===== src/common/hemb_pkg.sv =====
// shared constants for the host / controller mailbox and memory window block
package hemb_pkg;

  // ---------------------------------------------------------------
  // host byte register offsets (13 registers)
  // ---------------------------------------------------------------
  localparam logic [3:0] HOFF_H2C_MBOX  = 4'h0;
  localparam logic [3:0] HOFF_C2H_MBOX  = 4'h1;
  localparam logic [3:0] HOFF_ADDR_LSB  = 4'h2;
  localparam logic [3:0] HOFF_ADDR_MSB  = 4'h3;
  localparam logic [3:0] HOFF_DATA0     = 4'h4;
  localparam logic [3:0] HOFF_DATA3     = 4'h7;
  localparam logic [3:0] HOFF_SRC_LSB   = 4'h8;
  localparam logic [3:0] HOFF_SRC_MSB   = 4'h9;
  localparam logic [3:0] HOFF_MASK_LSB  = 4'ha;
  localparam logic [3:0] HOFF_MASK_MSB  = 4'hb;
  localparam logic [3:0] HOFF_APP_ID    = 4'hc;

  // ---------------------------------------------------------------
  // controller APB register byte addresses
  // ---------------------------------------------------------------
  localparam logic [7:0] COFF_H2C_MBOX  = 8'h00;
  localparam logic [7:0] COFF_C2H_MBOX  = 8'h04;
  localparam logic [7:0] COFF_SWI       = 8'h08;
  localparam logic [7:0] COFF_R0_BASE   = 8'h0c;
  localparam logic [7:0] COFF_R0_LIMIT  = 8'h10;
  localparam logic [7:0] COFF_R1_BASE   = 8'h14;
  localparam logic [7:0] COFF_R1_LIMIT  = 8'h18;
  localparam logic [7:0] COFF_STATUS    = 8'h1c;

  // ---------------------------------------------------------------
  // field layout
  // ---------------------------------------------------------------
  localparam int ADDR_REGION_BIT   = 15;
  localparam int LIM_READ_LSB      = 0;
  localparam int LIM_WRITE_LSB     = 16;
  localparam int LIM_W             = 15;
  localparam int SRC_C2H_BIT       = 0;

  // ---------------------------------------------------------------
  // reset values
  // ---------------------------------------------------------------
  localparam logic [7:0]  RST_BYTE   = 8'h00;
  localparam logic [15:0] RST_HALF   = 16'h0000;
  localparam logic [31:0] RST_WORD   = 32'h0000_0000;
  localparam logic [15:0] RST_MASK   = 16'h0000;

  // transfer width codes
  typedef enum logic [1:0] {
    HEMB_W8     = 2'b00,
    HEMB_W16    = 2'b01,
    HEMB_W32    = 2'b10,
    HEMB_W32INC = 2'b11
  } hemb_width_e;

endpackage : hemb_pkg


===== src/verilog/hemb_top.sv =====
// host / controller mailbox with host window into controller memory
// What this block does
// - thirteen host byte registers, controller registers separate
// - event pin low on mailbox or software event
// - software event from enabled software irq bits
// - controller mailbox write also raises software event
// - controller mailbox write raises host irq source
// - host mailbox write pulses controller irq
// - system reset clears every register
// - host and controller accesses on bus clock
// - idle when no transaction targets block
// - host reads interrupt source register
// - mask register blocks each event individually
// - sixteen bit address, thirty-two bit data
// - two controller memory regions exposed to host
// - host byte access, memory multi-byte transfers
// - data read fetches 1, 2, 4 bytes
// - data write commits selected bytes to memory
// - auto-increment steps through consecutive 32-bit words
// - base and limits controller side only
// - read and write limits independent
// - zero read limit makes region write-only
// - each window up to 32k bytes
// - regions read-only, write-only or read/write
// - width codes 00, 01, 10, 11
// - byte mode reads and writes single byte
// - 32-bit mode commits only on byte 3
// - writes outside write region leave memory
//
// The register addresses and register access over APB were decided locally.
`timescale 1ns/1ps
module hemb_top (
  input  wire logic        clk,
  input  wire logic        rst_n,
  // host byte bus
  input  wire logic        host_sel,
  input  wire logic        host_wr,
  input  wire logic [3:0]  host_addr,
  input  wire logic [7:0]  host_wdata,
  output logic             host_ready,
  output logic [7:0]       host_rdata,
  // controller APB
  input  wire logic        psel,
  input  wire logic        penable,
  input  wire logic        pwrite,
  input  wire logic [7:0]  paddr,
  input  wire logic [31:0] pwdata,
  output logic             pready,
  output logic [31:0]      prdata,
  output logic             pslverr,
  // controller memory master
  output logic             mem_req,
  output logic             mem_we,
  output logic [31:0]      mem_addr,
  output logic [3:0]       mem_be,
  output logic [31:0]      mem_wdata,
  input  wire logic        mem_rvalid,
  input  wire logic [31:0] mem_rdata,
  // events
  output logic             host_event_n_out,
  output logic             ctrl_irq_out,
  output logic             low_power_out
);
  import hemb_pkg::*;

  // ---------------------------------------------------------------
  // state
  // ---------------------------------------------------------------
  typedef enum logic [1:0] {HEMB_IDLE, HEMB_MEMRD, HEMB_DONE} hemb_state_e;

  hemb_state_e  state_q;
  logic [7:0]   h2c_mbox_q;
  logic [7:0]   c2h_mbox_q;
  logic [15:0]  window_address;
  logic [31:0]  data_q;
  logic         c2h_event_q;
  logic [15:1]  ctrl_software_irq_bits;
  logic [15:0]  mask_q;
  logic [7:0]   app_id_q;
  logic [31:0]  base_q [2];
  logic [LIM_W-1:0] rlim_q [2];
  logic [LIM_W-1:0] wlim_q [2];
  logic [7:0]   rdata_q;
  logic [3:0]   fetch_be_q;
  logic [1:0]   fetch_lane_q;

  // ---------------------------------------------------------------
  // decode
  // ---------------------------------------------------------------
  logic         h_take;
  logic         h_wr_take;
  logic         h_data;
  logic [1:0]   lane;
  hemb_width_e  width;
  logic         region;
  logic [14:0]  offset;
  logic         can_read;
  logic         can_write;
  logic [3:0]   rd_be;
  logic [3:0]   wr_be;
  logic         need_fetch;
  logic         do_commit;
  logic         do_inc;
  logic [31:0]  lane_mask;
  logic [31:0]  data_wr;
  logic         c_wr;
  logic         c_rd;
  logic         c2h_set;
  logic [15:1]  swi_set;
  logic         host_software_event;
  logic [15:1]  ctrl_software_irq_enables;

  // host access taken in the idle state on the bus clock
  assign h_take    = host_sel && (state_q == HEMB_IDLE);
  assign h_wr_take = h_take && host_wr;
  assign h_data    = host_addr[3:2] == HOFF_DATA0[3:2];
  assign lane      = host_addr[1:0];
  assign width     = hemb_width_e'(window_address[1:0]);
  // top address bit picks one of two regions
  assign region    = window_address[ADDR_REGION_BIT];
  // fifteen-bit byte offset gives a 32k window
  assign offset    = {window_address[14:2], 2'b00};
  // read and write limits compared separately
  // a zero read limit never allows a host read
  // limits set read-only, write-only or read/write
  assign can_read  = offset < rlim_q[region];
  assign can_write = offset < wlim_q[region];

  always_comb begin
    rd_be = 4'h0;
    wr_be = 4'h0;
    unique case (width)
      // byte mode moves the addressed byte only
      HEMB_W8: begin
        rd_be = 4'h1 << lane;
        wr_be = 4'h1 << lane;
      end
      HEMB_W16: begin
        if (lane == 2'd0) rd_be = 4'h3;
        if (lane == 2'd2) rd_be = 4'hc;
        if (lane == 2'd1) wr_be = 4'h3;
        if (lane == 2'd3) wr_be = 4'hc;
      end
      // 32-bit mode commits on byte 3 only
      HEMB_W32, HEMB_W32INC: begin
        if (lane == 2'd0) rd_be = 4'hf;
        if (lane == 2'd3) wr_be = 4'hf;
      end
    endcase
  end

  // a read fetches the selected bytes when readable
  assign need_fetch = h_take && !host_wr && h_data && (rd_be != 4'h0) && can_read;
  // no memory write outside the write region
  assign do_commit  = h_wr_take && h_data && (wr_be != 4'h0) && can_write;
  // in auto-increment mode byte 3 steps the address; writes out of bounds do not
  assign do_inc     = h_take && h_data && (lane == 2'd3) && (width == HEMB_W32INC)
                      && (!host_wr || can_write);

  always_comb begin
    lane_mask = {{8{fetch_be_q[3]}}, {8{fetch_be_q[2]}}, {8{fetch_be_q[1]}}, {8{fetch_be_q[0]}}};
    data_wr   = data_q;
    data_wr[lane*8 +: 8] = host_wdata;
  end

  // ---------------------------------------------------------------
  // host access sequencer
  // ---------------------------------------------------------------
  always_ff @(posedge clk) begin
    if (!rst_n) begin
      state_q <= HEMB_IDLE;
    end else begin
      unique case (state_q)
        HEMB_IDLE:  if (host_sel) state_q <= need_fetch ? HEMB_MEMRD : HEMB_DONE;
        HEMB_MEMRD: if (mem_rvalid) state_q <= HEMB_DONE;
        HEMB_DONE:  state_q <= HEMB_IDLE;
        default:    state_q <= HEMB_IDLE;
      endcase
    end
  end

  assign host_ready = state_q == HEMB_DONE;

  always_ff @(posedge clk) begin
    if (!rst_n) begin
      fetch_be_q   <= 4'h0;
      fetch_lane_q <= 2'd0;
    end else if (need_fetch) begin
      fetch_be_q   <= rd_be;
      fetch_lane_q <= lane;
    end
  end

  // memory request carries one, two or four bytes per host byte access
  always_ff @(posedge clk) begin
    if (!rst_n) begin
      mem_req   <= 1'b0;
      mem_we    <= 1'b0;
      mem_addr  <= RST_WORD;
      mem_be    <= 4'h0;
      mem_wdata <= RST_WORD;
    end else begin
      mem_req <= 1'b0;
      if (need_fetch || do_commit) begin
        mem_req   <= 1'b1;
        mem_we    <= host_wr;
        mem_addr  <= base_q[region] + {17'h00000, offset};
        mem_be    <= host_wr ? wr_be : rd_be;
        // selected data bytes including the new byte
        mem_wdata <= data_wr;
      end
    end
  end

  always_ff @(posedge clk) begin
    if (!rst_n) begin
      data_q <= RST_WORD;
    end else if (state_q == HEMB_MEMRD && mem_rvalid) begin
      data_q <= (data_q & ~lane_mask) | (mem_rdata & lane_mask);
    end else if (h_wr_take && h_data) begin
      data_q <= data_wr;
    end
  end

  always_ff @(posedge clk) begin
    if (!rst_n) begin
      window_address <= RST_HALF;
    end else if (h_wr_take && host_addr == HOFF_ADDR_LSB) begin
      window_address[7:0] <= host_wdata;
    end else if (h_wr_take && host_addr == HOFF_ADDR_MSB) begin
      window_address[15:8] <= host_wdata;
    end else if (do_inc) begin
      window_address[14:2] <= window_address[14:2] + 13'd1;
    end
  end

  // ---------------------------------------------------------------
  // host read data
  // ---------------------------------------------------------------
  always_ff @(posedge clk) begin
    if (!rst_n) begin
      rdata_q <= RST_BYTE;
    end else if (state_q == HEMB_MEMRD && mem_rvalid) begin
      rdata_q <= mem_rdata[fetch_lane_q*8 +: 8];
    end else if (h_take && !host_wr) begin
      unique case (host_addr)
        HOFF_H2C_MBOX: rdata_q <= h2c_mbox_q;
        HOFF_C2H_MBOX: rdata_q <= c2h_mbox_q;
        HOFF_ADDR_LSB: rdata_q <= window_address[7:0];
        HOFF_ADDR_MSB: rdata_q <= window_address[15:8];
        4'h4, 4'h5, 4'h6, HOFF_DATA3: rdata_q <= data_q[lane*8 +: 8];
        HOFF_SRC_LSB:  rdata_q <= {ctrl_software_irq_bits[7:1], c2h_event_q};
        HOFF_SRC_MSB:  rdata_q <= ctrl_software_irq_bits[15:8];
        HOFF_MASK_LSB: rdata_q <= mask_q[7:0];
        HOFF_MASK_MSB: rdata_q <= mask_q[15:8];
        HOFF_APP_ID:   rdata_q <= app_id_q;
        default:       rdata_q <= RST_BYTE;
      endcase
    end
  end

  assign host_rdata = rdata_q;

  // ---------------------------------------------------------------
  // host writable registers
  // ---------------------------------------------------------------
  // host register writes
  always_ff @(posedge clk) begin
    if (!rst_n) begin
      h2c_mbox_q <= RST_BYTE;
      mask_q     <= RST_MASK;
      app_id_q   <= RST_BYTE;
    end else if (h_wr_take) begin
      if (host_addr == HOFF_H2C_MBOX) h2c_mbox_q <= host_wdata;
      if (host_addr == HOFF_MASK_LSB) mask_q[7:0] <= host_wdata;
      if (host_addr == HOFF_MASK_MSB) mask_q[15:8] <= host_wdata;
      if (host_addr == HOFF_APP_ID) app_id_q <= host_wdata;
    end
  end

  // pulse toward the controller interrupt aggregator
  always_ff @(posedge clk) begin
    if (!rst_n) begin
      ctrl_irq_out <= 1'b0;
    end else begin
      ctrl_irq_out <= h_wr_take && host_addr == HOFF_H2C_MBOX;
    end
  end

  // ---------------------------------------------------------------
  // controller APB slave
  // ---------------------------------------------------------------
  assign c_wr    = psel && penable && pwrite;
  assign c_rd    = psel && penable && !pwrite;
  assign c2h_set = c_wr && paddr == COFF_C2H_MBOX;
  assign swi_set = (c_wr && paddr == COFF_SWI) ? pwdata[15:1] : 15'h0000;
  assign pready  = 1'b1;

  always_ff @(posedge clk) begin
    if (!rst_n) begin
      c2h_mbox_q <= RST_BYTE;
    end else if (c2h_set) begin
      c2h_mbox_q <= pwdata[7:0];
    end
  end

  // base and limits written only through APB
  always_ff @(posedge clk) begin
    if (!rst_n) begin
      for (int i = 0; i < 2; i++) begin
        base_q[i] <= RST_WORD;
        rlim_q[i] <= RST_HALF[LIM_W-1:0];
        wlim_q[i] <= RST_HALF[LIM_W-1:0];
      end
    end else if (c_wr) begin
      if (paddr == COFF_R0_BASE) base_q[0] <= pwdata;
      if (paddr == COFF_R1_BASE) base_q[1] <= pwdata;
      if (paddr == COFF_R0_LIMIT) begin
        rlim_q[0] <= pwdata[LIM_READ_LSB +: LIM_W];
        wlim_q[0] <= pwdata[LIM_WRITE_LSB +: LIM_W];
      end
      if (paddr == COFF_R1_LIMIT) begin
        rlim_q[1] <= pwdata[LIM_READ_LSB +: LIM_W];
        wlim_q[1] <= pwdata[LIM_WRITE_LSB +: LIM_W];
      end
    end
  end

  always_ff @(posedge clk) begin
    if (!rst_n) begin
      prdata  <= RST_WORD;
      pslverr <= 1'b0;
    end else if (psel && !penable) begin
      pslverr <= 1'b0;
      unique case (paddr)
        COFF_H2C_MBOX: prdata <= {24'h000000, h2c_mbox_q};
        COFF_C2H_MBOX: prdata <= {24'h000000, c2h_mbox_q};
        COFF_SWI:      prdata <= {16'h0000, ctrl_software_irq_bits, c2h_event_q};
        COFF_R0_BASE:  prdata <= base_q[0];
        COFF_R0_LIMIT: prdata <= {1'b0, wlim_q[0], 1'b0, rlim_q[0]};
        COFF_R1_BASE:  prdata <= base_q[1];
        COFF_R1_LIMIT: prdata <= {1'b0, wlim_q[1], 1'b0, rlim_q[1]};
        COFF_STATUS:   prdata <= {mask_q, window_address};
        default: begin
          prdata  <= RST_WORD;
          pslverr <= 1'b1;
        end
      endcase
    end
  end

  // ---------------------------------------------------------------
  // event sources, set wins over host clear
  // ---------------------------------------------------------------
  // controller mailbox write raises the host source
  always_ff @(posedge clk) begin
    if (!rst_n) begin
      c2h_event_q <= 1'b0;
    end else if (c2h_set) begin
      c2h_event_q <= 1'b1;
    end else if (h_wr_take && host_addr == HOFF_SRC_LSB && host_wdata[SRC_C2H_BIT]) begin
      c2h_event_q <= 1'b0;
    end
  end

  always_ff @(posedge clk) begin
    if (!rst_n) begin
      ctrl_software_irq_bits <= 15'h0000;
    end else begin
      if (h_wr_take && host_addr == HOFF_SRC_LSB) begin
        ctrl_software_irq_bits <= (ctrl_software_irq_bits & ~{8'h00, host_wdata[7:1]}) | swi_set;
      end else if (h_wr_take && host_addr == HOFF_SRC_MSB) begin
        ctrl_software_irq_bits <= (ctrl_software_irq_bits & ~{host_wdata, 7'h00}) | swi_set;
      end else begin
        ctrl_software_irq_bits <= ctrl_software_irq_bits | swi_set;
      end
    end
  end

  // a set mask bit blocks its event
  assign ctrl_software_irq_enables = ~mask_q[15:1];
  // enabled software bits raise the software event
  // unmasked mailbox event also raises it
  assign host_software_event = (|(ctrl_software_irq_bits & ctrl_software_irq_enables))
                               || (c2h_event_q && !mask_q[SRC_C2H_BIT]);

  always_ff @(posedge clk) begin
    if (!rst_n) begin
      host_event_n_out <= 1'b1;
    end else begin
      host_event_n_out <= !((c2h_event_q && !mask_q[SRC_C2H_BIT]) || host_software_event);
    end
  end

  // low power flag whenever nothing targets the block
  always_ff @(posedge clk) begin
    if (!rst_n) begin
      low_power_out <= 1'b0;
    end else begin
      low_power_out <= !host_sel && !psel && state_q == HEMB_IDLE;
    end
  end

  // every flop above clears on the synchronous reset except host_event_n_out, which resets high

endmodule : hemb_top


===== config.mk =====
export PLATFORM = sky130hd
export DESIGN_NAME = hemb_top
export DESIGN_NICKNAME = d
export VERILOG_FILES = /design/src/common/hemb_pkg.sv /design/src/verilog/hemb_top.sv
export SDC_FILE = /design/constraint.sdc
export NUM_CORES = 1
export LEC_CHECK = 0
export BUFFER_PORTS_ARGS = -buffer_cell sky130_fd_sc_hd__buf_2
export CELL_PAD_IN_SITES_DETAIL_PLACEMENT = 1
export CELL_PAD_IN_SITES_GLOBAL_PLACEMENT = 2
export CORE_MARGIN = 2
export CORE_UTILIZATION = 40
export DETAILED_ROUTE_END_ITERATION = 8
export PLACE_DENSITY_LB_ADDON = 0.05
export SYNTH_ARGS = -nofsm -noshare
export SYNTH_HDL_FRONTEND = slang
export SYNTH_SLANG_ARGS = --single-unit

===== constraint.sdc =====
create_clock -name clk -period 14.5 [get_ports clk]
set_clock_uncertainty 0.1 [all_clocks]
set_input_delay 2.175 -clock clk [delete_from_list [all_inputs] [get_ports clk]]
set_output_delay 2.175 -clock clk [all_outputs]
set_load 0.01 [all_outputs]

==> implementation parameters <==
Parameter                              Value

Outcome
  Status    complete, no violations

Yosys
  Seq cells post-synth    351
  Dominant register cell in the synthesized netlist    sky130_fd_sc_hd__dfxtp_1
  Library cell with the largest summed area after synthesis    sky130_fd_sc_hd__dfxtp_1
  Number of warnings issued by yosys    0
  Area of the mapped netlist    18000 sq um
  Synthesized area divided by synthesized cell count    9.78 sq um
  Share of flip-flops with an asynchronous set or reset after synthesis    0%
  Proportion of netlist area held by the largest area contributor    25.3%
  Post-Syn Instances    1839
  Sequential fraction of the synthesis area    46.0%
  Top cells by area, synth    sky130_fd_sc_hd__dfxtp_1 25%, sky130_fd_sc_hd__edfxtp_1 21%, sky130_fd_sc_hd__mux2i_1 5.1%, sky130_fd_sc_hd__a211oi_1 3.3%, sky130_fd_sc_hd__ha_1 3.3%
  Most common cell in the synthesized netlist    sky130_fd_sc_hd__dfxtp_1
  Most frequent cells after synthesis    227 x sky130_fd_sc_hd__dfxtp_1, 138 x sky130_fd_sc_hd__nor2_1, 131 x sky130_fd_sc_hd__nand2_1, 124 x sky130_fd_sc_hd__edfxtp_1, 107 x sky130_fd_sc_hd__o21ai_0
  Synth unique cells    86
  Post-synth EDFFs    124
  Synthesized netlist net count    1979

Die
  # rows    77
  Standard cell core area    44300 sq um
  Starting density of the core    40.6%
  Die Footprint    46700 sq um
  I/O pin count    208
  Die boundary height    216 um
  Die Span X    216 um

Clocking
  Number of clock buffers inserted by TritonCTS    40
  Gates resized, CTS repair    0
  Clock latency at the later pin of the worst-skew pair    0.57 ns
  Count of hold-fix buffers inserted at cts    0
  Cell chosen for the clock root    sky130_fd_sc_hd__clkbuf_16
  CTS tree    yes
  Buffers from clock root to sink, at most    3
  Worst-path clk slew    0.06 ns
  Post CTS Setup Buffer Count    0
  CTS H-tree lvls    2
  Num Clock Sinks    351

Power
  Cell Pwr Density    110 nW/um^2
  Sequential group share of total power    47.0%
  Int Power    1.70 mW
  Worst vdd ir    0.0777 mV
  Combinational share of power    8.8%
  Switching portion of total power    25.7%
  Static Leakage    7.69 nW
  Clock power frac    44.2%
  Net switching power    0.590 mW

Timing
  Setup Total Neg Slack    0 ns
  Setup repair after global routing missed its margin    false
  Transition time of the tightest slew-check pin    1.21 ns
  Tmin final    5.75 ns
  Worst slew margin relative to its limit    18.2%
  Max Freq    174 MHz
  Post-route fraction of the period consumed by the critical path    39.7%
  Max-slew violation total from the final report    0
  Final hold violation count    0
  Finish-stage setup viols    0
  Worst slack on hold paths    0.351 ns

GRT
  Pin count of the biggest net entering global routing    135
  Global-route wire length before repair    108 mm
  Via count of the first global-routing pass    16400
  Total track usage    30.6%
  Number of antenna violations at the first check in global routing    1
  Total global routing overflow    0

Finish
  Growth of design area from synthesis to finish    15.6%
  Finished Layout Cells    2606
  Number of nets in the final layout    2123
  Post-layout utilization of the core    46.9%
  Total non-filler cell area in the finished layout    20800 sq um
  Proportion of layout cells with a drive suffix above 1    18.3%
  Multi-input combinational cell area    9060 sq um
  Number of diodes    0
  Number of fill cells in the layout    5033
  Reg area    8270 sq um

Flow run
  Total of max-cap violations    0

Detailed routing
  Total iterations of the first detailed-routing run    6
  Total routed wirelength    72.8 mm
  Count of antenna-violating nets left after detailed routing    0
  Wire length per cell after detailed routing    27.9 um
  Routed via count divided by cell count    6.19
  Via count    16100
  Number of DRC violations after detailed-routing iteration 0    1555
  Residual DRC    0

Worst setup path
  Worst path arrival time    6.12 ns
  List of cells traversed by the critical path    buf_2 > inv_1 > ha_1 > o21a_1 > nor2_1 > o32a_1 > nand2_1 > buf_4 > a211oi_1
  Endpoint kind of the worst setup timing path    register
  FF-to-FF End    mem_wdata[1]$_SDFFE_PN0P_
  Register-to-Register Path Depth    11
  Max incr delay on CP    0.81 ns
  Slowest-stage cell, CP    sky130_fd_sc_hd__o32a_1
  Source of the critical timing path    host_addr[0]
  Worst-case register-to-register setup slack    9.04 ns
  Data required time of the critical path    14.86 ns
  Class of the most critical setup path    in -> reg
  Max Fanout on Critical Path    37
  Crit path launch type    primary input

Placed design
  Placer's final routability congestion estimate    0.907
  Total placed instance area    19500 sq um
  Port bufs    206
  Half-perimeter wire length of the detailed placement result    52.8 mm
  Placed Cells incl. Taps    2533

Hold path
  End point of the most critical hold path    prdata[3]$_SDFFE_PN0P_
  HP Start    prdata[3]$_SDFFE_PN0P_
  Path class of the lowest-slack min-delay path    reg -> reg
  Cell depth of the worst hold path    2
-- state kept, by name, indices dropped and copies added, names as in the netlist, 15 cells and up, named ones only --
signal / flops
window_address: 16
rlim_q: 30
prdata: 32
mem_addr: 32
ctrl_software_irq_bits: 15
mask_q: 16
wlim_q: 30
base_q: 64
mem_wdata: 32
-- power groups by stage --
stage	sequential (mW)	clock (mW)	combinational, mW
5_1_grt	1.08	1.06	0.217
6_report	1.08	1.01	0.202
3_3_place_gp	1.09	0	0.199
3_5_place_dp	1.10	0	0.201
2_1_floorplan	1.09	0	0.111
4_1_cts	1.08	1.02	0.202
-- cells in the final DEF (no fill, tap or decap), types with 15 or more instances in the layout --
cell and n:
sky130_fd_sc_hd__ha_1 46, sky130_fd_sc_hd__o21ai_0 105, sky130_fd_sc_hd__a222oi_1 38, sky130_fd_sc_hd__a21oi_1 103, sky130_fd_sc_hd__nor3_1 55, sky130_fd_sc_hd__edfxtp_1 124, sky130_fd_sc_hd__inv_1 26, sky130_fd_sc_hd__buf_2 206
sky130_fd_sc_hd__mux4_2 16, sky130_fd_sc_hd__mux2i_1 92, sky130_fd_sc_hd__and2_1 71, sky130_fd_sc_hd__buf_4 38, sky130_fd_sc_hd__o211ai_1 21, sky130_fd_sc_hd__a22oi_1 77, sky130_fd_sc_hd__nor2b_1 40, sky130_fd_sc_hd__clkbuf_16 41
sky130_fd_sc_hd__nand2_1 131, sky130_fd_sc_hd__a22o_1 35, sky130_fd_sc_hd__nor2_1 138, sky130_fd_sc_hd__a31oi_1 15, sky130_fd_sc_hd__dfxtp_1 226, sky130_fd_sc_hd__mux2_2 19, sky130_fd_sc_hd__a211oi_1 80, sky130_fd_sc_hd__nand3_1 60
-- per-layer routing --
layer  global-route usage (%)  up-vias  wire length, um
li1                         -     7257                -
met3                     3.76      121             4210
met1                     40.6     8183            31300
met4                     11.8        2             2690
met5                        0        -               10
met2                     51.1      576            34600
-- metrics by stage --
stage	power [mW]	worst slack, ns
detailed placement	1.30	8.26
floorplan	1.20	8.11
global placement	1.29	8.36
global route	2.36	8.43
CTS	2.30	8.81
finish	2.29	8.75
-- worst max path at each step --
stage	endpoint	slack, ns	cells past startpoint
floorplan	base_q[0][0]$_DFFE_PP_	8.11	6
global placement	mem_we$_SDFFE_PN0P_	8.36	9
detailed placement	mem_wdata[25]$_SDFFE_PN0P_	8.26	9
CTS	mem_wdata[1]$_SDFFE_PN0P_	8.81	9
global route	mem_wdata[14]$_SDFFE_PN0P_	8.43	9
finish	mem_wdata[1]$_SDFFE_PN0P_	8.75	9
-- critical path: cells and delay by family --
family,cells,cell delay [ns]
compound gates,3,1.45
buf+inv,3,0.99
fa+ha+maj,1,0.57
simple gates,2,0.88
-- cell families (layout without fill, tap and decap cells) --
| logic type | after synthesis | count (layout) | synth area share, % |
|---|---|---|---|
| simple gates | 562 | 562 | 15.7 |
| compound gates | 557 | 557 | 21.5 |
| flops | 351 | 351 | 46.0 |
| buf+inv | 170 | 345 | 4.01 |
| mux | 127 | 127 | 8.31 |
| fa+ha+maj | 48 | 48 | 3.38 |
| xor+xnor | 23 | 23 | 1.12 |
| other cells | 1 | 1 | 0.0208 |
-- area by class of cell --
class | count | area share (%)
multi-input combinational | 1318 | 43.6
sequential | 351 | 39.8
timing repair buffer | 245 | 6.43
clock buffer | 62 | 5.75
tap | 592 | 3.56
inverter | 27 | 0.499
clock inverter | 11 | 0.439
(Power assumes the default switching activity.)
